**src/irq_pkg.sv**
```systemverilog
// Shared constants for the external interrupt and vector map block.
package irq_pkg;

  // ---------------------------------------------------------------
  // Widths
  // ---------------------------------------------------------------
  localparam int DATA_W = 32;
  localparam int IDX_W = 8;
  localparam int PC_W = 12;
  localparam int PC_LO_W = 8;
  localparam int PC_HI_W = 4;
  localparam int VEC_W = 12;
  localparam int SLOTS = 16;
  localparam int SLOT_W = 4;
  localparam int PERIPH_W = 12;

  // ---------------------------------------------------------------
  // Register indices; the byte address is four times the index
  // ---------------------------------------------------------------
  localparam logic [IDX_W-1:0] IDX_MASK_LO = 8'h0F;
  localparam logic [IDX_W-1:0] IDX_MASK_HI = 8'h10;
  localparam logic [IDX_W-1:0] IDX_PC_FLAG = 8'h11;
  localparam logic [IDX_W-1:0] IDX_PC_EN = 8'h12;
  localparam logic [IDX_W-1:0] IDX_EXT_EN = 8'h13;
  localparam logic [IDX_W-1:0] IDX_EXT_FLAG = 8'h14;
  localparam logic [IDX_W-1:0] IDX_SENSE = 8'h15;
  // Every register comes out of reset as zero.
  localparam logic [7:0] REG_RESET = 8'h00;

  // ---------------------------------------------------------------
  // Sense selection codes for the dedicated pin
  // ---------------------------------------------------------------
  typedef logic [1:0] sense_t;
  localparam sense_t SENSE_LOW = 2'h0;
  localparam sense_t SENSE_ANY = 2'h1;
  localparam sense_t SENSE_FALL = 2'h2;
  localparam sense_t SENSE_RISE = 2'h3;

  // ---------------------------------------------------------------
  // Request slots (slot number equals position in the vector map)
  // ---------------------------------------------------------------
  localparam logic [SLOT_W-1:0] SLOT_EXT = 4'h1;
  localparam logic [SLOT_W-1:0] SLOT_PC_LO = 4'h2;
  localparam logic [SLOT_W-1:0] SLOT_PC_HI = 4'h3;
  localparam logic [SLOT_W-1:0] SLOT_PERIPH = 4'h4;

  // ---------------------------------------------------------------
  // Program addresses of the reset and interrupt vectors
  // ---------------------------------------------------------------
  localparam logic [VEC_W-1:0] reset_vector = 12'h000;
  localparam logic [VEC_W-1:0] ext_irq_vector = 12'h001;
  localparam logic [VEC_W-1:0] pin_change_lo_vector = 12'h002;
  localparam logic [VEC_W-1:0] pin_change_hi_vector = 12'h003;
  localparam logic [VEC_W-1:0] timer_capture_vector = 12'h004;
  localparam logic [VEC_W-1:0] timer_overflow_vector = 12'h005;
  localparam logic [VEC_W-1:0] timer_match_a_vector = 12'h006;
  localparam logic [VEC_W-1:0] timer_match_b_vector = 12'h007;
  localparam logic [VEC_W-1:0] comparator_vector = 12'h008;
  localparam logic [VEC_W-1:0] watchdog_timeout_vector = 12'h009;
  localparam logic [VEC_W-1:0] supply_level_monitor_vector = 12'h00A;
  localparam logic [VEC_W-1:0] converter_done_vector = 12'h00B;
  localparam logic [VEC_W-1:0] serial_rx_start_vector = 12'h00C;
  localparam logic [VEC_W-1:0] serial_rx_done_vector = 12'h00D;
  localparam logic [VEC_W-1:0] serial_tx_empty_vector = 12'h00E;
  localparam logic [VEC_W-1:0] serial_tx_done_vector = 12'h00F;

  // Slot-ordered lookup, slot 0 being the reset entry.
  localparam logic [VEC_W-1:0] VECTOR_TABLE [SLOTS] = '{
    reset_vector, ext_irq_vector, pin_change_lo_vector, pin_change_hi_vector,
    timer_capture_vector, timer_overflow_vector, timer_match_a_vector, timer_match_b_vector,
    comparator_vector, watchdog_timeout_vector, supply_level_monitor_vector, converter_done_vector,
    serial_rx_start_vector, serial_rx_done_vector, serial_tx_empty_vector, serial_tx_done_vector};

  // ---------------------------------------------------------------
  // Bus responses
  // ---------------------------------------------------------------
  localparam logic [1:0] RESP_OKAY = 2'h0;
  localparam logic [1:0] RESP_SLVERR = 2'h2;

endpackage : irq_pkg

```
**src/ext_pin_sync.sv**
```systemverilog
// Two-flop synchroniser and edge detector for the dedicated interrupt pin.
`timescale 1ns/1ps
module ext_pin_sync
(
  // Clock and reset.
  input wire logic clk_sys,
  input wire logic sys_rst,
  // Gated I/O clock enable.
  input wire logic sample_en,
  // Raw pin.
  input wire logic pin,
  // Detected edges, one-cycle pulses.
  output logic rise,
  output logic fall
);

  // -------------------------------------------------------------
  // State
  // -------------------------------------------------------------
  typedef struct packed
  {
    logic stage1; // First synchroniser flop, read only by stage2.
    logic stage2; // Second synchroniser flop.
    logic prev;   // Previous clean sample.
  } sync_t;

  sync_t cur;
  sync_t next_cur;

  // The synchroniser and the comparison only advance while the I/O clock runs.
  always_comb
  begin
    next_cur = cur;
    if (sample_en)
    begin
      next_cur.stage1 = pin;
      next_cur.stage2 = cur.stage1;
      next_cur.prev = cur.stage2;
    end
  end

  // Edges are only seen while the I/O clock runs.
  assign rise = sample_en & cur.stage2 & ~cur.prev;
  assign fall = sample_en & ~cur.stage2 & cur.prev;

  // Registers; reset to the idle-high level so release causes no edge.
  always_ff @(posedge clk_sys)
  begin
    if (sys_rst)
    begin
      cur <= '{stage1: 1'b1, stage2: 1'b1, prev: 1'b1};
    end
    else
    begin
      cur <= next_cur;
    end
  end

endmodule : ext_pin_sync

```
**src/vector_arbiter.sv**
```systemverilog
// Fixed-priority arbiter: the lowest pending slot wins.
`timescale 1ns/1ps
module vector_arbiter
(
  // Pending and enabled requests, one per slot.
  input wire logic [irq_pkg::SLOTS-1:0] req,
  // Result.
  output logic found,
  output logic [irq_pkg::SLOT_W-1:0] slot
);

  // Scanning downward lets the lowest slot overwrite higher ones.
  always_comb
  begin
    found = 1'b0;
    slot = '0;
    for (int i = irq_pkg::SLOTS - 1; i >= 0; i--)
    begin
      if (req[i])
      begin
        found = 1'b1;
        slot = irq_pkg::SLOT_W'(i);
      end
    end
  end

endmodule : vector_arbiter

```
**src/ext_irq_and_vector_table.sv**
```systemverilog
// External interrupt detection, pin-change masking and vector selection with an AXI4-Lite register port.
`timescale 1ns/1ps
module ext_irq_and_vector_table
(
  // Clock and reset.
  input wire logic clk_sys,
  input wire logic sys_rst,
  // AXI4-Lite write address channel.
  input wire logic [31:0] s_axi_awaddr,
  input wire logic s_axi_awvalid,
  output logic s_axi_awready,
  // AXI4-Lite write data channel.
  input wire logic [31:0] s_axi_wdata,
  input wire logic [3:0] s_axi_wstrb,
  input wire logic s_axi_wvalid,
  output logic s_axi_wready,
  // AXI4-Lite write response channel.
  output logic [1:0] s_axi_bresp,
  output logic s_axi_bvalid,
  input wire logic s_axi_bready,
  // AXI4-Lite read address channel.
  input wire logic [31:0] s_axi_araddr,
  input wire logic s_axi_arvalid,
  output logic s_axi_arready,
  // AXI4-Lite read data channel.
  output logic [31:0] s_axi_rdata,
  output logic [1:0] s_axi_rresp,
  output logic s_axi_rvalid,
  input wire logic s_axi_rready,
  // Pins.
  input wire logic ext_irq_pin,
  input wire logic [irq_pkg::PC_W-1:0] pin_change_inputs,
  // Other peripherals, already gated by their own enables.
  input wire logic [irq_pkg::PERIPH_W-1:0] periph_irq,
  // Processor core.
  input wire logic global_irq_enable,
  input wire logic irq_ack,
  input wire logic sleep_active,
  input wire logic sleep_idle,
  output logic irq_req,
  output logic [irq_pkg::VEC_W-1:0] irq_vector,
  output logic reset_fetch,
  output logic wake_req
);

  // -------------------------------------------------------------
  // Decoding helpers
  // -------------------------------------------------------------

  // Word index of a byte address.
  function automatic logic [irq_pkg::IDX_W-1:0] reg_index(input logic [31:0] addr);
    reg_index = addr[irq_pkg::IDX_W+1:2];
  endfunction : reg_index

  // True when the address hits one of the seven registers.
  function automatic logic reg_mapped(input logic [31:0] addr);
    logic [irq_pkg::IDX_W-1:0] idx;
    idx = addr[irq_pkg::IDX_W+1:2];
    reg_mapped = (addr[31:irq_pkg::IDX_W+2] == '0) && (addr[1:0] == 2'h0)
                 && (idx >= irq_pkg::IDX_MASK_LO) && (idx <= irq_pkg::IDX_SENSE);
  endfunction : reg_mapped

  // -------------------------------------------------------------
  // State
  // -------------------------------------------------------------
  typedef struct packed
  {
    irq_pkg::sense_t sense;                 // Sense selection bits.
    logic ext_en;                           // Dedicated pin enable.
    logic ext_flag;                         // Dedicated pin edge flag.
    logic [1:0] pc_en;                      // Group enables.
    logic [1:0] pc_flag;                    // Group flags.
    logic [irq_pkg::PC_LO_W-1:0] mask_lo;   // Group 0 pin mask.
    logic [irq_pkg::PC_HI_W-1:0] mask_hi;   // Group 1 pin mask.
    logic [irq_pkg::PC_W-1:0] pc_prev;      // Last seen pin-change levels.
    logic aw_got;                           // Write address held.
    logic aw_ok;                            // Held write address is mapped.
    logic [irq_pkg::IDX_W-1:0] aw_idx;      // Held write index.
    logic w_got;                            // Write data held.
    logic [7:0] wbyte;                      // Held low data byte.
    logic wstrb0;                           // Held low byte strobe.
    logic awready;
    logic wready;
    logic bvalid;
    logic [1:0] bresp;
    logic arready;
    logic rvalid;
    logic [31:0] rdata;
    logic [1:0] rresp;
    logic irq_req;
    logic [irq_pkg::VEC_W-1:0] irq_vector;
    logic reset_fetch;
    logic wake_req;
  } state_t;

  state_t cur;
  state_t next_cur;

  // I/O clock enable: halted in every sleep mode except idle.
  logic io_clk_en;
  assign io_clk_en = ~sleep_active | sleep_idle;

  // Edge pulses from the synchroniser.
  logic pin_rise;
  logic pin_fall;

  ext_pin_sync u_pin_sync
  (
    .clk_sys(clk_sys),
    .sys_rst(sys_rst),
    .sample_en(io_clk_en),
    .pin(ext_irq_pin),
    .rise(pin_rise),
    .fall(pin_fall)
  );

  // Requests handed to the arbiter, built from next-state values.
  logic [irq_pkg::SLOTS-1:0] slot_req;
  logic arb_found;
  logic [irq_pkg::SLOT_W-1:0] arb_slot;

  vector_arbiter u_arbiter
  (
    .req(slot_req),
    .found(arb_found),
    .slot(arb_slot)
  );

  // Sources that the core's global enable does not yet gate.
  logic [irq_pkg::SLOTS-1:0] src_req;

  // -------------------------------------------------------------
  // Next-state logic
  // -------------------------------------------------------------

  // One process for detection, flags, the bus slave and the core port.
  always_comb
  begin
    logic level_mode;
    logic edge_hit;
    logic [irq_pkg::PC_W-1:0] toggled;
    logic do_write;
    logic ack_ext;
    logic ack_lo;
    logic ack_hi;
    level_mode = 1'b0;
    edge_hit = 1'b0;
    toggled = '0;
    do_write = 1'b0;
    ack_ext = 1'b0;
    ack_lo = 1'b0;
    ack_hi = 1'b0;
    next_cur = cur;
    next_cur.reset_fetch = 1'b0;

    // Acknowledge clears the flag of the vector being served.
    if (irq_ack && cur.irq_req)
    begin
      ack_ext = (cur.irq_vector == irq_pkg::VECTOR_TABLE[irq_pkg::SLOT_EXT]);
      ack_lo = (cur.irq_vector == irq_pkg::VECTOR_TABLE[irq_pkg::SLOT_PC_LO]);
      ack_hi = (cur.irq_vector == irq_pkg::VECTOR_TABLE[irq_pkg::SLOT_PC_HI]);
    end

    // Write channels: each is taken on its own, in either order.
    if (s_axi_awvalid && cur.awready)
    begin
      next_cur.aw_got = 1'b1;
      next_cur.aw_ok = reg_mapped(s_axi_awaddr);
      next_cur.aw_idx = reg_index(s_axi_awaddr);
    end
    if (s_axi_wvalid && cur.wready)
    begin
      next_cur.w_got = 1'b1;
      next_cur.wbyte = s_axi_wdata[7:0];
      next_cur.wstrb0 = s_axi_wstrb[0];
    end

    // Both halves held and no response pending: perform the write.
    if (cur.aw_got && cur.w_got && !cur.bvalid)
    begin
      do_write = cur.aw_ok && cur.wstrb0;
      next_cur.aw_got = 1'b0;
      next_cur.w_got = 1'b0;
      next_cur.bvalid = 1'b1;
      next_cur.bresp = cur.aw_ok ? irq_pkg::RESP_OKAY : irq_pkg::RESP_SLVERR;
    end
    else if (cur.bvalid && s_axi_bready)
    begin
      next_cur.bvalid = 1'b0;
    end

    // Register writes; flags clear on a written one, a set below wins.
    if (do_write)
    begin
      case (cur.aw_idx)
        irq_pkg::IDX_MASK_LO: next_cur.mask_lo = cur.wbyte;
        irq_pkg::IDX_MASK_HI: next_cur.mask_hi = cur.wbyte[irq_pkg::PC_HI_W-1:0];
        irq_pkg::IDX_PC_FLAG: next_cur.pc_flag = cur.pc_flag & ~cur.wbyte[1:0];
        irq_pkg::IDX_PC_EN: next_cur.pc_en = cur.wbyte[1:0];
        irq_pkg::IDX_EXT_EN: next_cur.ext_en = cur.wbyte[0];
        irq_pkg::IDX_EXT_FLAG: next_cur.ext_flag = cur.ext_flag & ~cur.wbyte[0];
        irq_pkg::IDX_SENSE: next_cur.sense = cur.wbyte[1:0];
        default: next_cur.sense = next_cur.sense;
      endcase
    end
    if (ack_ext)
    begin
      next_cur.ext_flag = 1'b0;
    end
    if (ack_lo)
    begin
      next_cur.pc_flag[0] = 1'b0;
    end
    if (ack_hi)
    begin
      next_cur.pc_flag[1] = 1'b0;
    end

    // Dedicated pin: select the active condition from the sense code.
    case (cur.sense)
      irq_pkg::SENSE_LOW: level_mode = 1'b1;
      irq_pkg::SENSE_ANY: edge_hit = pin_rise | pin_fall;
      irq_pkg::SENSE_FALL: edge_hit = pin_fall;
      irq_pkg::SENSE_RISE: edge_hit = pin_rise;
      default: level_mode = 1'b0;
    endcase
    // The pin is read whatever its direction, so software can trigger it.
    if (edge_hit)
    begin
      next_cur.ext_flag = 1'b1;
    end
    if (level_mode)
    begin
      next_cur.ext_flag = 1'b0;
    end

    // Pin-change inputs are compared every cycle, I/O clock or not.
    toggled = pin_change_inputs ^ cur.pc_prev;
    next_cur.pc_prev = pin_change_inputs;
    if (|(toggled[irq_pkg::PC_LO_W-1:0] & cur.mask_lo))
    begin
      next_cur.pc_flag[0] = 1'b1;
    end
    if (|(toggled[irq_pkg::PC_W-1:irq_pkg::PC_LO_W] & cur.mask_hi))
    begin
      next_cur.pc_flag[1] = 1'b1;
    end

    // Per-source requests; a level request lives only while the pin is low.
    src_req = '0;
    src_req[irq_pkg::SLOT_EXT] = next_cur.ext_en
                                 & (level_mode ? ~ext_irq_pin : next_cur.ext_flag);
    src_req[irq_pkg::SLOT_PC_LO] = next_cur.pc_en[0] & next_cur.pc_flag[0];
    src_req[irq_pkg::SLOT_PC_HI] = next_cur.pc_en[1] & next_cur.pc_flag[1];
    src_req[irq_pkg::SLOTS-1:irq_pkg::SLOT_PERIPH] = periph_irq;
    slot_req = global_irq_enable ? src_req : '0;

    // Wake needs no I/O clock; a vanished low level drops it again.
    next_cur.wake_req = sleep_active & (|src_req);

    // Core request: lowest pending slot, vector from the map.
    next_cur.irq_req = arb_found;
    if (arb_found)
    begin
      next_cur.irq_vector = irq_pkg::VECTOR_TABLE[arb_slot];
    end

    // Read channel: accept one read, answer next cycle.
    if (s_axi_arvalid && cur.arready)
    begin
      next_cur.rvalid = 1'b1;
      next_cur.rresp = reg_mapped(s_axi_araddr) ? irq_pkg::RESP_OKAY : irq_pkg::RESP_SLVERR;
      next_cur.rdata = '0;
      if (reg_mapped(s_axi_araddr))
      begin
        case (reg_index(s_axi_araddr))
          irq_pkg::IDX_MASK_LO: next_cur.rdata[irq_pkg::PC_LO_W-1:0] = cur.mask_lo;
          irq_pkg::IDX_MASK_HI: next_cur.rdata[irq_pkg::PC_HI_W-1:0] = cur.mask_hi;
          irq_pkg::IDX_PC_FLAG: next_cur.rdata[1:0] = cur.pc_flag;
          irq_pkg::IDX_PC_EN: next_cur.rdata[1:0] = cur.pc_en;
          irq_pkg::IDX_EXT_EN: next_cur.rdata[0] = cur.ext_en;
          irq_pkg::IDX_EXT_FLAG: next_cur.rdata[0] = cur.ext_flag;
          irq_pkg::IDX_SENSE: next_cur.rdata[1:0] = cur.sense;
          default: next_cur.rdata = '0;
        endcase
      end
    end
    else if (cur.rvalid && s_axi_rready)
    begin
      next_cur.rvalid = 1'b0;
    end

    // Ready flags are registered so every bus output is a flop.
    next_cur.awready = ~next_cur.aw_got & ~next_cur.bvalid;
    next_cur.wready = ~next_cur.w_got & ~next_cur.bvalid;
    next_cur.arready = ~next_cur.rvalid;
  end

  // -------------------------------------------------------------
  // Registers
  // -------------------------------------------------------------

  // Reset presents the reset vector with a fetch strobe to the core.
  always_ff @(posedge clk_sys)
  begin
    if (sys_rst)
    begin
      cur <= '0;
      cur.sense <= irq_pkg::REG_RESET[1:0];
      cur.irq_vector <= irq_pkg::reset_vector;
      cur.reset_fetch <= 1'b1;
    end
    else
    begin
      cur <= next_cur;
    end
  end

  // -------------------------------------------------------------
  // Outputs
  // -------------------------------------------------------------
  assign s_axi_awready = cur.awready;
  assign s_axi_wready = cur.wready;
  assign s_axi_bvalid = cur.bvalid;
  assign s_axi_bresp = cur.bresp;
  assign s_axi_arready = cur.arready;
  assign s_axi_rvalid = cur.rvalid;
  assign s_axi_rdata = cur.rdata;
  assign s_axi_rresp = cur.rresp;
  assign irq_req = cur.irq_req;
  assign irq_vector = cur.irq_vector;
  assign reset_fetch = cur.reset_fetch;
  assign wake_req = cur.wake_req;

endmodule : ext_irq_and_vector_table

```
**config.mk**
```make
export PLATFORM = sky130hd
export DESIGN_NAME = ext_irq_and_vector_table
export DESIGN_NICKNAME = d
export VERILOG_FILES = /design/src/irq_pkg.sv /design/src/ext_pin_sync.sv /design/src/vector_arbiter.sv /design/src/ext_irq_and_vector_table.sv
export SDC_FILE = /design/constraint.sdc
export NUM_CORES = 1
export LEC_CHECK = 0
export ABC_AREA = 1
export BUFFER_PORTS_ARGS = -buffer_cell sky130_fd_sc_hd__buf_4
export CELL_PAD_IN_SITES_DETAIL_PLACEMENT = 1
export CELL_PAD_IN_SITES_GLOBAL_PLACEMENT = 2
export CORE_MARGIN = 4
export CORE_UTILIZATION = 23
export DETAILED_ROUTE_END_ITERATION = 8
export PLACE_DENSITY_LB_ADDON = 0.1
export SKIP_CTS_REPAIR_TIMING = 1
export SKIP_LAST_GASP = 1
export SYNTH_ARGS = -nofsm -noshare
export SYNTH_HDL_FRONTEND = slang
export SYNTH_SLANG_ARGS = --single-unit
export TNS_END_PERCENT = 100
```
**constraint.sdc**
```tcl
create_clock -name clk_sys -period 1.8 [get_ports clk_sys]
set_clock_uncertainty 0.05 [all_clocks]
set_input_delay 0.36 -clock clk_sys [delete_from_list [all_inputs] [get_ports clk_sys]]
set_output_delay 0.36 -clock clk_sys [all_outputs]
set_load 0.01 [all_outputs]
```
==> tab_implementation.tex, run 1 <==
\begin{tabular}{lr}
\hline
Metric & Value \\
\hline
\multicolumn{2}{l}{\textbf{Status}} \\
\quad Status & complete, no violations \\
\multicolumn{2}{l}{\textbf{Logic synthesis}} \\
\quad Average cell area after synthesis & 6.68 sq um \\
\quad Compound-Gate Fraction of Synth Area & 0.106 \\
\quad Sequential cell area fraction in the yosys report & 0.380 \\
\quad Simple-gate share of the synthesized area & 0.341 \\
\quad Dominant combinational cell family by area after synthesis & simple AND/OR/NAND/NOR gates \\
\quad Seq cells post-synth & 77 \\
\quad Post-synthesis adder-cell area fraction & 0 \\
\quad Xor-xnor portion of the synthesized cell area & 0.00216 \\
\quad Total standard cell area after synthesis & 0.00406 sq mm \\
\quad Dominant register cell in the synthesized netlist & sky130\_fd\_sc\_hd\_\_dfxtp\_1 \\
\quad Synth unique cells & 35 \\
\quad Multiplexer area fraction after synthesis & 0 \\
\quad Library cell occupying the most area in the post-synthesis netlist & sky130\_fd\_sc\_hd\_\_dfxtp\_1 \\
\quad Yosys top cell area share & 0.380 \\
\quad Post-synthesis instance total & 607 \\
\quad Count of warnings emitted by yosys & 0 \\
\quad Top cells by area, synth & sky130\_fd\_sc\_hd\_\_dfxtp\_1 (38\%), sky130\_fd\_sc\_hd\_\_nand2\_1 (11\%), sky130\_fd\_sc\_hd\_\_nor2\_1 (9.5\%), sky130\_fd\_sc\_hd\_\_buf\_4 (8.9\%), sky130\_fd\_sc\_hd\_\_inv\_1 (6.5\%) \\
\quad Share of flip-flops with an asynchronous set or reset after synthesis & 0 \\
\quad Number of flops mapped to enable cells by yosys & 0 \\
\multicolumn{2}{l}{\textbf{Finish}} \\
\quad Area growth, synth to finish & 44.2\% \\
\quad Total area of multi-input combinational cells & 0.00206 sq mm \\
\quad Filler-free cell count of the finished design & 1006 \\
\quad Storage cell area & 0.00155 sq mm \\
\quad Final-stage net count & 912 \\
\quad Share of cells above drive strength 1 & 0.323 \\
\quad Post-route core utilization & 0.338 \\
\quad Final cell area excluding filler cells & 0.00585 sq mm \\
\quad Number of inserted filler cells in the final layout & 2211 \\
\quad Diodes inserted & 0 \\
\multicolumn{2}{l}{\textbf{Drt}} \\
\quad Vias per std cell & 4.24 \\
\quad Number of nets with antenna violations after detailed routing & 0 \\
\quad Routed WL & 12800 um \\
\quad DR pass1 iterations & 4 \\
\quad Vias & 4263 \\
\quad Detailed Route Iter0 Violations & 113 \\
\quad Remaining design rule violation count & 0 \\
\quad Final routed wire length divided by cell count & 12.7 um \\
\multicolumn{2}{l}{\textbf{Power and ir drop}} \\
\quad Comb power frac & 0.144 \\
\quad Peak supply drop & 0.432 mV \\
\quad Switching power total & 1.13 mW \\
\quad Portion of total power attributed to sequential cells & 0.439 \\
\quad Leakage power summed over all cells & 2.79 nW \\
\quad Clock share of power & 0.417 \\
\quad Pwr per Cell Area & 709 mW/mm\^{}2 \\
\quad Switching fraction of total power & 0.272 \\
\quad Int Pwr & 3.02 mW \\
\multicolumn{2}{l}{\textbf{Global routing}} \\
\quad Number of global-route vias before repair & 4335 \\
\quad Global Route Usage Sum & 0.129 \\
\quad GRT overflow & 0 \\
\quad Global-route wire length before repair & 20800 um \\
\quad Maximum number of pins on one net before global-route repair & 42 \\
\quad Initial antenna violation count & 0 \\
\multicolumn{2}{l}{\textbf{Placement}} \\
\quad GPL Wtd Cong & 0.765 \\
\quad Total cell area at the placement stage & 0.00537 sq mm \\
\quad Number of placed instances, taps included & 981 \\
\quad Post-place setup slack & -94.8 ps \\
\quad Number of buffer cells added on primary ports & 130 \\
\quad Estimated wirelength of the detail-placed design & 10500 um \\
\multicolumn{2}{l}{\textbf{Clock network}} \\
\quad Number of levels in the clock H-tree & 3 \\
\quad \# clock sinks & 77 \\
\quad Clock-pin slew on the worst setup and hold paths & 70 ps \\
\quad Clk Tree Root Cell & sky130\_fd\_sc\_hd\_\_clkbuf\_16 \\
\quad Number of buffers inserted during clock tree synthesis & 9 \\
\quad Buffer depth of the longest clock path & 2 \\
\quad Insertion delay of the later-clocked pin in the worst-skew pair & 340 ps \\
\quad TritonCTS clock tree & done \\
\multicolumn{2}{l}{\textbf{Setup path}} \\
\quad Setup crit end kind & flop \\
\quad Kind of launch point of the worst setup path & flop \\
\quad Data required, critical path & 1990 ps \\
\quad Worst Path Class, Setup & reg2reg \\
\quad Worst-path maximum fanout & 5 \\
\quad Critical Path AT & 1910 ps \\
\multicolumn{2}{l}{\textbf{Die}} \\
\quad Starting Density & 0.234 \\
\quad Die W & 141 um \\
\quad Die Ht & 141 um \\
\quad Die Footprint & 0.0198 sq mm \\
\quad FP Rows & 48 \\
\quad Area of the core region & 0.0173 sq mm \\
\quad \# IOs & 192 \\
\multicolumn{2}{l}{\textbf{Timing}} \\
\quad Final worst-path cycle share & 0.957 \\
\quad Number of endpoints failing setup at the final stage & 0 \\
\quad Shortest clock period the worst path allows after layout & 1720 ps \\
\quad Highest achievable clock rate & 581 MHz \\
\quad Setup TNS & 0 ps \\
\quad Final hold violation count & 0 \\
\quad Unrepaired setup endpoints after global routing & yes \\
\quad Final WS setup & 77.5 ps \\
\quad Count of final max-slew check failures & 0 \\
\multicolumn{2}{l}{\textbf{Min path}} \\
\quad HP Class & in2reg \\
\multicolumn{2}{l}{\textbf{Flow run}} \\
\quad Max-capacitance violation count & 0 \\
\hline
\end{tabular}
-- flip-flops by register name, indices dropped and copies added (netlist names) --
signal          cells
s_axi_arready       1
s_axi_rdata         8
s_axi_rvalid        1
s_axi_bvalid        1
reset_fetch         1
s_axi_rresp         1
irq_req             1
u_pin_sync.cur      3
cur                52
s_axi_wready        1
wake_req            1
s_axi_bresp         1
irq_vector          4
s_axi_awready       1
-- cells in the mapped netlist, types with 2 or more instances --
| cell | count |
|---|---|
| sky130_fd_sc_hd__inv_2 | 3 |
| sky130_fd_sc_hd__nand3b_1 | 2 |
| sky130_fd_sc_hd__nand2_2 | 7 |
| sky130_fd_sc_hd__a211oi_1 | 5 |
| sky130_fd_sc_hd__nor2_2 | 3 |
| sky130_fd_sc_hd__buf_4 | 48 |
| sky130_fd_sc_hd__clkbuf_1 | 11 |
| sky130_fd_sc_hd__o21ai_1 | 3 |
| sky130_fd_sc_hd__inv_1 | 70 |
| sky130_fd_sc_hd__nand4_1 | 13 |
| sky130_fd_sc_hd__nor2_1 | 103 |
| sky130_fd_sc_hd__nor3_1 | 10 |
| sky130_fd_sc_hd__o21ai_0 | 34 |
| sky130_fd_sc_hd__nand3_1 | 38 |
| sky130_fd_sc_hd__nand2_1 | 114 |
| sky130_fd_sc_hd__or2_1 | 3 |
| sky130_fd_sc_hd__nor4_1 | 13 |
| sky130_fd_sc_hd__clkinv_1 | 3 |
| sky130_fd_sc_hd__dfxtp_1 | 77 |
| sky130_fd_sc_hd__nor2_4 | 2 |
| sky130_fd_sc_hd__a21oi_1 | 31 |
-- layout by cell type (no fill, tap or decap), types with 13 or more instances in the layout --
cell type	count
sky130_fd_sc_hd__nand3_1	30
sky130_fd_sc_hd__conb_1	34
sky130_fd_sc_hd__nor2_1	94
sky130_fd_sc_hd__inv_1	68
sky130_fd_sc_hd__nand4_1	13
sky130_fd_sc_hd__buf_4	183
sky130_fd_sc_hd__a21oi_1	30
sky130_fd_sc_hd__dfxtp_1	72
sky130_fd_sc_hd__o21ai_0	34
sky130_fd_sc_hd__nor4_1	13
sky130_fd_sc_hd__nand2_1	109
-- area by class of cell --
cell class | instances | share of cell area
tap | 225 | 0.0482
multi-input combinational | 428 | 0.352
clock buffer | 9 | 0.0385
inverter | 76 | 0.0494
sequential | 77 | 0.265
clock inverter | 7 | 0.00963
timing repair buffer | 184 | 0.237
-- metrics by stage --
stage	hold slack (ps)	power, mW
after floorplan	338	2.16
after global placement	391	2.42
after detailed placement	405	2.44
after CTS	107	4.21
after global routing	111	4.39
final	123	4.15
-- worst max-delay path, cell delays in order, from the launching register on --
cell and delay, ps:
sky130_fd_sc_hd__dfxtp_2 370, sky130_fd_sc_hd__nand3_2 110, sky130_fd_sc_hd__nor2_2 120, sky130_fd_sc_hd__buf_4 140
sky130_fd_sc_hd__nand3_2 80, sky130_fd_sc_hd__nand2_2 90, sky130_fd_sc_hd__nand3_2 80, sky130_fd_sc_hd__nand3_2 90
sky130_fd_sc_hd__nand2_1 90, sky130_fd_sc_hd__o21ai_4 200, sky130_fd_sc_hd__nand2_1 90, sky130_fd_sc_hd__nand2_1 60
sky130_fd_sc_hd__nor2_1 40
-- power by group through the flow --
stage / Clock (mW) / Sequential, mW / Combinational (mW)
floorplan: 0 / 1.85 / 0.313
global placement: 0 / 1.85 / 0.574
detailed placement: 0 / 1.85 / 0.587
CTS: 1.81 / 1.81 / 0.589
global route: 1.87 / 1.83 / 0.681
finish: 1.73 / 1.82 / 0.597
-- layer usage --
layer / part of all wire / vias up / track usage
met1: 0.46 / 1933 / 0.167
met3: 0.060 / 11 / 0.0407
met5: 0 / - / 0
met2: 0.47 / 113 / 0.210
li1: - / 2206 / -
met4: 0.011 / 0 / 0.0342
-- path summary, 6_finish.rpt --
| path | to | slack, ps | from | depth (start not counted) |
|---|---|---|---|---|
| hold reg to reg | u_pin_sync.cur[2] | 420 | u_pin_sync.cur[2] | 2 |
| hold / removal | reset_fetch | 120 | sys_rst | 1 |
| setup / recovery | irq_vector[0] | 80 | cur[75] | 12 |
| setup reg to reg | irq_vector[0] | 80 | cur[75] | 12 |
-- cells by family (layout without fill, tap and decap cells) --
logic type | after synthesis | in the layout
flip-flops | 77 | 77
other | 1 | 34
XOR/XNOR | 1 | 1
AND/OR/NAND/NOR | 314 | 314
buffers and inverters | 135 | 276
AO/OA/AOI/OAI | 79 | 79
Note: power is estimated with default switching activity, not from simulation.
==> inputs of run 2 (changes only) <==
--- a/config.mk
+++ b/config.mk
@@ -9,6 +9,7 @@
 export BUFFER_PORTS_ARGS = -buffer_cell sky130_fd_sc_hd__buf_4
 export CELL_PAD_IN_SITES_DETAIL_PLACEMENT = 1
 export CELL_PAD_IN_SITES_GLOBAL_PLACEMENT = 2
+export CORE_ASPECT_RATIO = 0.6
 export CORE_MARGIN = 4
 export CORE_UTILIZATION = 23
 export DETAILED_ROUTE_END_ITERATION = 8
==> run 2 against run 1 <==
  * Highest routed layer unchanged
  * Non-clock buffer count is 5 lower
  * Maximum frequency is 0.42% lower
  * Global-route usage is 0.42 points higher
  * Critical path type unchanged
  * Die area is 0.35% higher
  * Core utilization is 0.68 points higher
  * Sequential power hardly changed
  * First-iteration DRC count is 66% higher
  * Clock-buffer cell count is 2 higher
  * Total power is 3.7% higher
  * Wire length is 4.5% higher
==> tab_implementation.tex, run 2 (synthesized netlist as in run 1, its figures left out) <==
\begin{tabular}{lr}
\hline
Metric & Value \\
\hline
\multicolumn{2}{l}{\textbf{Finish}} \\
\quad Area growth, synth to finish & 46.4\% \\
\quad Final-stage net count & 907 \\
\quad Commonest non-fill, non-tap cell in the layout & sky130\_fd\_sc\_hd\_\_buf\_4 \\
\quad Diodes inserted & 0 \\
\quad Final cell area excluding filler cells & 0.00594 sq mm \\
\quad Max FFs per register & 52 \\
\quad Largest register by flop count & cur \\
\quad Most frequent cells in the layout & sky130\_fd\_sc\_hd\_\_buf\_4 (179), sky130\_fd\_sc\_hd\_\_nand2\_1 (101), sky130\_fd\_sc\_hd\_\_nor2\_1 (89), sky130\_fd\_sc\_hd\_\_dfxtp\_1 (69), sky130\_fd\_sc\_hd\_\_inv\_1 (67) \\
\quad Post-route core utilization & 0.345 \\
\quad Share of cells above drive strength 1 & 0.340 \\
\multicolumn{2}{l}{\textbf{Setup path}} \\
\quad Critical register-to-register path startpoint & s\_axi\_bvalid \\
\quad Worst Path Class, Setup & reg2reg \\
\quad Slowest library cell on the worst path & sky130\_fd\_sc\_hd\_\_dfxtp\_2 \\
\quad Worst Path Buf+Inv & 3 \\
\quad Critical Path AT & 1890 ps \\
\quad Cell type group with the largest total delay on the critical path & simple AND/OR/NAND/NOR gates \\
\quad Kind of launch point of the worst setup path & flop \\
\quad Data required, critical path & 1960 ps \\
\quad Destination of the worst register-to-register timing path & wake\_req \\
\quad Worst-case register-to-register setup slack & 70 ps \\
\quad List of cells traversed by the critical path & buf\_4 > nor2\_4 > nand2\_4 > nor2\_2 > nand2\_2 > nand2\_2 > nand3\_4 > nand2\_4 > buf\_4 > nand4\_1 > buf\_4 > nand2\_1 > nor2\_1 \\
\quad Worst-path maximum fanout & 4 \\
\quad Number of cells on the worst reg-to-reg path & 13 \\
\quad Peak per-stage delay on the critical path & 320 ps \\
\quad Setup crit end kind & flop \\
\quad Most used cell, CP & sky130\_fd\_sc\_hd\_\_buf\_4 \\
\multicolumn{2}{l}{\textbf{Placement}} \\
\quad Estimated wirelength of the detail-placed design & 10800 um \\
\quad Total cell area at the placement stage & 0.00537 sq mm \\
\quad Post-place setup slack & -199 ps \\
\quad Number of buffer cells added on primary ports & 130 \\
\quad GPL Wtd Cong & 0.744 \\
\multicolumn{2}{l}{\textbf{Drt}} \\
\quad DR pass1 iterations & 4 \\
\quad Routed WL & 13400 um \\
\quad Final routed wire length divided by cell count & 13.2 um \\
\quad Vias & 4208 \\
\quad Remaining design rule violation count & 0 \\
\quad Number of nets with antenna violations after detailed routing & 0 \\
\quad Vias per std cell & 4.17 \\
\quad Detailed Route Iter0 Violations & 188 \\
\multicolumn{2}{l}{\textbf{Global routing}} \\
\quad Global Route Usage Sum & 0.133 \\
\quad Maximum number of pins on one net before global-route repair & 40 \\
\quad Number of global-route vias before repair & 4443 \\
\quad Global-route wire length before repair & 21900 um \\
\quad GRT overflow & 0 \\
\quad Initial antenna violation count & 0 \\
\multicolumn{2}{l}{\textbf{Timing}} \\
\quad Number of endpoints failing setup at the final stage & 0 \\
\quad Shortest clock period the worst path allows after layout & 1730 ps \\
\quad Final WS setup & 70.3 ps \\
\quad Final hold violation count & 0 \\
\quad Highest achievable clock rate & 578 MHz \\
\quad Count of final max-slew check failures & 0 \\
\quad Fin Hold WS & 169 ps \\
\quad Final worst-path cycle share & 0.961 \\
\quad Setup TNS & 0 ps \\
\quad Unrepaired setup endpoints after global routing & yes \\
\multicolumn{2}{l}{\textbf{Clock network}} \\
\quad \# clock sinks & 77 \\
\quad TritonCTS clock tree & done \\
\quad Number of levels in the clock H-tree & 3 \\
\quad Buffer depth of the longest clock path & 2 \\
\quad Clk Tree Root Cell & sky130\_fd\_sc\_hd\_\_clkbuf\_16 \\
\quad Number of buffers inserted during clock tree synthesis & 9 \\
\quad Insertion delay of the later-clocked pin in the worst-skew pair & 340 ps \\
\quad Clock-pin slew on the worst setup and hold paths & 60 ps \\
\multicolumn{2}{l}{\textbf{Flow run}} \\
\quad Max-capacitance violation count & 0 \\
\multicolumn{2}{l}{\textbf{Min path}} \\
\quad HP Class & in2reg \\
\quad Number of stages on the worst hold path & 1 \\
\quad Hold EP & reset\_fetch \\
\quad Startpoint of the worst hold path & sys\_rst \\
\multicolumn{2}{l}{\textbf{Die}} \\
\quad Die Ht & 111 um \\
\quad Die W & 179 um \\
\quad Die Footprint & 0.0199 sq mm \\
\quad Area of the core region & 0.0172 sq mm \\
\quad FP Rows & 37 \\
\quad \# IOs & 192 \\
\quad Starting Density & 0.235 \\
\multicolumn{2}{l}{\textbf{Power and ir drop}} \\
\quad Pwr per Cell Area & 724 mW/mm\^{}2 \\
\quad Peak supply drop & 0.445 mV \\
\quad Leakage power summed over all cells & 2.81 nW \\
\multicolumn{2}{l}{\textbf{Status}} \\
\quad Status & complete, no violations \\
\hline
\end{tabular}
run 2: per-layer routing:
metal / vias up / track usage / wire length [um]
met3: 11 / 0.0384 / 686
li1: 2192 / - / -
met1: 1907 / 0.188 / 6840
met2: 98 / 0.200 / 5670
met4: 0 / 0.0350 / 155
met5: - / 0 / 0
run 2: worst register-to-register path, cell delays in order, from the launching register on:
cell,delay (ps)
sky130_fd_sc_hd__dfxtp_2,320
sky130_fd_sc_hd__buf_4,140
sky130_fd_sc_hd__nor2_4,110
sky130_fd_sc_hd__nand2_4,90
sky130_fd_sc_hd__nor2_2,100
sky130_fd_sc_hd__nand2_2,60
sky130_fd_sc_hd__nand2_2,90
sky130_fd_sc_hd__nand3_4,90
sky130_fd_sc_hd__nand2_4,100
sky130_fd_sc_hd__buf_4,110
sky130_fd_sc_hd__nand4_1,90
sky130_fd_sc_hd__buf_4,160
sky130_fd_sc_hd__nand2_1,50
sky130_fd_sc_hd__nor2_1,40
run 2: cell type report:
| cell class | instances | area [sq um] |
|---|---|---|
| clock buffer | 11 | 243 |
| inverter | 76 | 289 |
| tap | 234 | 293 |
| fill | 2187 | 11300 |
| sequential | 77 | 1560 |
| timing repair buffer | 179 | 1340 |
| multi-input combinational | 428 | 2150 |
| clock inverter | 5 | 60.1 |
run 2: worst max path at each step:
stage                                    start            end  depth (start not counted)
after floorplan                   s_axi_bvalid  irq_vector[0]                         12
after global placement    pin_change_inputs[4]  irq_vector[0]                         13
after detailed placement  pin_change_inputs[5]  irq_vector[0]                         13
after CTS                              cur[73]  irq_vector[3]                         11
after global routing              s_axi_bvalid  irq_vector[0]                         13
final                             s_axi_bvalid       wake_req                         13
run 2: stage by stage:
| stage | power [mW] | std cells |
|---|---|---|
| finish | 4.30 | 1010 |
| CTS | 4.33 | 1004 |
| global route | 4.52 | 1010 |
| global placement | 2.43 | 988 |
| detailed placement | 2.45 | 988 |
| floorplan | 2.16 | 640 |
run 2: power breakdown:
group	total (mW)	leakage, nW	switching, mW	internal (mW)
Combinational	0.620	2.03	0.318	0.302
Sequential	1.82	0.634	0.0470	1.77
Clock	1.86	0.146	0.741	1.11
Total	4.30	2.81	1.11	3.19
==> inputs of run 3 (changes only) <==
--- a/config.mk
+++ b/config.mk
@@ -5,13 +5,12 @@
 export SDC_FILE = /design/constraint.sdc
 export NUM_CORES = 1
 export LEC_CHECK = 0
-export ABC_AREA = 1
 export BUFFER_PORTS_ARGS = -buffer_cell sky130_fd_sc_hd__buf_4
 export CELL_PAD_IN_SITES_DETAIL_PLACEMENT = 1
 export CELL_PAD_IN_SITES_GLOBAL_PLACEMENT = 2
 export CORE_ASPECT_RATIO = 0.6
 export CORE_MARGIN = 4
-export CORE_UTILIZATION = 23
+export CORE_UTILIZATION = 25
 export DETAILED_ROUTE_END_ITERATION = 8
 export PLACE_DENSITY_LB_ADDON = 0.1
 export SKIP_CTS_REPAIR_TIMING = 1
==> run 3 against run 2 <==
  * The flow now finishes with violations (negative setup slack)
  * Sequential power about the same
  * Total power increased by 1.9%
  * Sequential share of layout area increased by 1.1 points
  * Clock power increased by 6%
  * Final area decreased by 4.7%
  * Die area decreased by 13%
  * Area after synthesis decreased by 5.8%
  * Hold slack improved by 38 ps
  * Global-route usage increased by 1.2 points
  * Largest cell class unchanged
  * Largest power group unchanged
==> tab_implementation.tex, run 3 <==
\begin{tabular}{lr}
\hline
Metric & Value \\
\hline
\multicolumn{2}{l}{\textbf{Status}} \\
\quad Status & finished, violations left \\
\quad Violated checks & negative setup slack \\
\multicolumn{2}{l}{\textbf{Logic synthesis}} \\
\quad Total standard cell area after synthesis & 0.00382 sq mm \\
\quad Dominant register cell in the synthesized netlist & sky130\_fd\_sc\_hd\_\_dfxtp\_1 \\
\quad Number of flops mapped to enable cells by yosys & 0 \\
\quad Share of flip-flops with an asynchronous set or reset after synthesis & 0 \\
\quad Seq cells post-synth & 77 \\
\quad Synth unique cells & 56 \\
\quad Count of warnings emitted by yosys & 0 \\
\quad Post-synthesis instance total & 443 \\
\quad Top cells by area, synth & sky130\_fd\_sc\_hd\_\_dfxtp\_1 (40\%), sky130\_fd\_sc\_hd\_\_buf\_4 (9.4\%), sky130\_fd\_sc\_hd\_\_nand2\_1 (5.6\%), sky130\_fd\_sc\_hd\_\_mux2i\_1 (5.0\%), sky130\_fd\_sc\_hd\_\_a21oi\_1 (4.5\%) \\
\quad Library cell occupying the most area in the post-synthesis netlist & sky130\_fd\_sc\_hd\_\_dfxtp\_1 \\
\quad Yosys top cell area share & 0.403 \\
\quad Sequential cell area fraction in the yosys report & 0.403 \\
\quad Average cell area after synthesis & 8.63 sq um \\
\quad Leading cell types by count after synthesis & sky130\_fd\_sc\_hd\_\_dfxtp\_1 (77), sky130\_fd\_sc\_hd\_\_nand2\_1 (57), sky130\_fd\_sc\_hd\_\_buf\_4 (48) \\
\quad Cell with the most instances after synthesis & sky130\_fd\_sc\_hd\_\_dfxtp\_1 \\
\multicolumn{2}{l}{\textbf{Setup path}} \\
\quad Kind of launch point of the worst setup path & flop \\
\quad Data required, critical path & 2000 ps \\
\quad Slowest library cell on the worst path & sky130\_fd\_sc\_hd\_\_a211oi\_4 \\
\quad Setup crit end kind & flop \\
\quad Worst-path maximum fanout & 4 \\
\quad Critical Path AT & 2480 ps \\
\quad Worst-case register-to-register setup slack & -470 ps \\
\quad List of cells traversed by the critical path & buf\_4 > nor4bb\_2 > nand4\_1 > mux2i\_2 > a211oi\_4 > o41ai\_4 > or3\_1 > a21oi\_1 \\
\quad Peak per-stage delay on the critical path & 350 ps \\
\quad Worst Path Class, Setup & reg2reg \\
\multicolumn{2}{l}{\textbf{Clock network}} \\
\quad Buffer depth of the longest clock path & 2 \\
\quad Clk Tree Root Cell & sky130\_fd\_sc\_hd\_\_clkbuf\_16 \\
\quad Number of buffers inserted during clock tree synthesis & 9 \\
\quad \# clock sinks & 77 \\
\quad TritonCTS clock tree & done \\
\quad Clock-pin slew on the worst setup and hold paths & 60 ps \\
\quad Number of levels in the clock H-tree & 3 \\
\quad Insertion delay of the later-clocked pin in the worst-skew pair & 330 ps \\
\multicolumn{2}{l}{\textbf{Timing}} \\
\quad Unrepaired setup endpoints after global routing & yes \\
\quad Setup TNS & -2410 ps \\
\quad Final worst-path cycle share & 1.26 \\
\quad Pin slew with the least headroom to its limit & 530 ps \\
\quad Highest achievable clock rate & 440 MHz \\
\quad Slew Limit Headroom & 0.646 \\
\quad Final hold violation count & 0 \\
\quad Number of endpoints failing setup at the final stage & 6 \\
\quad Final WS setup & -473 ps \\
\quad Shortest clock period the worst path allows after layout & 2270 ps \\
\quad Count of final max-slew check failures & 0 \\
\quad Fin Hold WS & 206 ps \\
\multicolumn{2}{l}{\textbf{Finish}} \\
\quad Area growth, synth to finish & 48.1\% \\
\quad Final cell area excluding filler cells & 0.00566 sq mm \\
\quad Max FFs per register & 52 \\
\quad Number of inserted filler cells in the final layout & 1794 \\
\quad Storage cell area & 0.00155 sq mm \\
\quad Total area of multi-input combinational cells & 0.00204 sq mm \\
\quad Most frequent cells in the layout & sky130\_fd\_sc\_hd\_\_buf\_4 (193), sky130\_fd\_sc\_hd\_\_dfxtp\_1 (74), sky130\_fd\_sc\_hd\_\_nand2\_1 (57), sky130\_fd\_sc\_hd\_\_nor2\_1 (41), sky130\_fd\_sc\_hd\_\_conb\_1 (34) \\
\quad Share of cells above drive strength 1 & 0.384 \\
\quad Largest register by flop count & cur \\
\quad Final-stage net count & 756 \\
\quad Diodes inserted & 0 \\
\quad Filler-free cell count of the finished design & 823 \\
\quad Commonest non-fill, non-tap cell in the layout & sky130\_fd\_sc\_hd\_\_buf\_4 \\
\multicolumn{2}{l}{\textbf{Global routing}} \\
\quad Initial antenna violation count & 0 \\
\quad Number of global-route vias before repair & 3808 \\
\quad GRT overflow & 0 \\
\quad Maximum number of pins on one net before global-route repair & 46 \\
\quad Global Route Usage Sum & 0.145 \\
\quad Global-route wire length before repair & 20300 um \\
\multicolumn{2}{l}{\textbf{Power and ir drop}} \\
\quad Leakage power summed over all cells & 2.48 nW \\
\quad Pwr per Cell Area & 774 mW/mm\^{}2 \\
\quad Int Pwr & 3.34 mW \\
\quad Peak supply drop & 0.403 mV \\
\quad Clock share of power & 0.451 \\
\quad Portion of total power attributed to sequential cells & 0.413 \\
\quad Switching power total & 1.04 mW \\
\quad Switching fraction of total power & 0.238 \\
\quad Comb power frac & 0.136 \\
\multicolumn{2}{l}{\textbf{Flow run}} \\
\quad Max-capacitance violation count & 0 \\
\multicolumn{2}{l}{\textbf{Placement}} \\
\quad GPL Wtd Cong & 0.828 \\
\quad Estimated wirelength of the detail-placed design & 10700 um \\
\quad Post-place setup slack & -427 ps \\
\quad Number of placed instances, taps included & 804 \\
\quad Number of buffer cells added on primary ports & 130 \\
\quad Total cell area at the placement stage & 0.00523 sq mm \\
\multicolumn{2}{l}{\textbf{Drt}} \\
\quad Vias per std cell & 4.45 \\
\quad Detailed Route Iter0 Violations & 131 \\
\quad Routed WL & 13100 um \\
\quad Vias & 3662 \\
\quad Number of nets with antenna violations after detailed routing & 0 \\
\quad DR pass1 iterations & 4 \\
\quad Final routed wire length divided by cell count & 15.9 um \\
\quad Remaining design rule violation count & 0 \\
\multicolumn{2}{l}{\textbf{Die}} \\
\quad \# IOs & 192 \\
\quad Die Ht & 104 um \\
\quad Starting Density & 0.260 \\
\quad FP Rows & 34 \\
\quad Die Footprint & 0.0174 sq mm \\
\quad Area of the core region & 0.0147 sq mm \\
\quad Die W & 168 um \\
\multicolumn{2}{l}{\textbf{Min path}} \\
\quad HP Class & in2reg \\
\hline
\end{tabular}
[run 3: final timing paths]
kind                              from  cells after the start             end
setup / recovery               cur[73]                      8   irq_vector[1]
hold / removal    pin_change_inputs[5]                      2         cur[81]
setup reg to reg               cur[73]                      8   irq_vector[1]
hold reg to reg         s_axi_rdata[0]                      2  s_axi_rdata[0]
[run 3: final cells by class]
cell class	count	area share
timing repair buffer	195	0.260
clock buffer	10	0.0422
sequential	77	0.273
multi-input combinational	330	0.361
clock inverter	6	0.0153
tap	198	0.0438
inverter	7	0.00464
[run 3: through the flow]
| step | power (mW) | utilization |
|---|---|---|
| floorplan | 2.12 | - |
| global placement | 2.42 | 0.355 |
| detailed placement | 2.43 | 0.355 |
| CTS | 4.43 | 0.377 |
| global route | 4.59 | 0.384 |
| finish | 4.38 | 0.384 |
[run 3: logic make-up after synthesis]
logic type,count (synthesis),synth area share
other,1,0.000981
DFF,77,0.403
xor gates and xnor gates,12,0.0275
AOI/OAI and AO/OA,77,0.138
muxes,21,0.0593
buffers and inverters,69,0.120
and+or+nand+nor,186,0.251
[run 3: power groups by stage]
stage,Combinational (mW),Sequential (mW),Clock [mW]
after global placement,0.580,1.84,0
after floorplan,0.273,1.84,0
after global routing,0.657,1.81,2.12
after detailed placement,0.589,1.84,0
after CTS,0.591,1.81,2.04
final,0.597,1.81,1.97
[run 3: per-layer routing]
metal | vias to the layer above | global-route usage | wire length (um)
li1 | 1830 | - | -
met1 | 1714 | 0.220 | 6950
met5 | - | 0 | 0
met4 | 0 | 0.0261 | 31
met3 | 4 | 0.0419 | 866
met2 | 114 | 0.203 | 5230
[run 3: critical path, delay by kind of cell, from the launching register on]
family / cells / cell delay, ps
AO/OA/AOI/OAI: 3 / 610
multiplexers: 1 / 220
flip-flops: 1 / 340
buffers and inverters: 1 / 130
AND/OR/NAND/NOR: 3 / 840
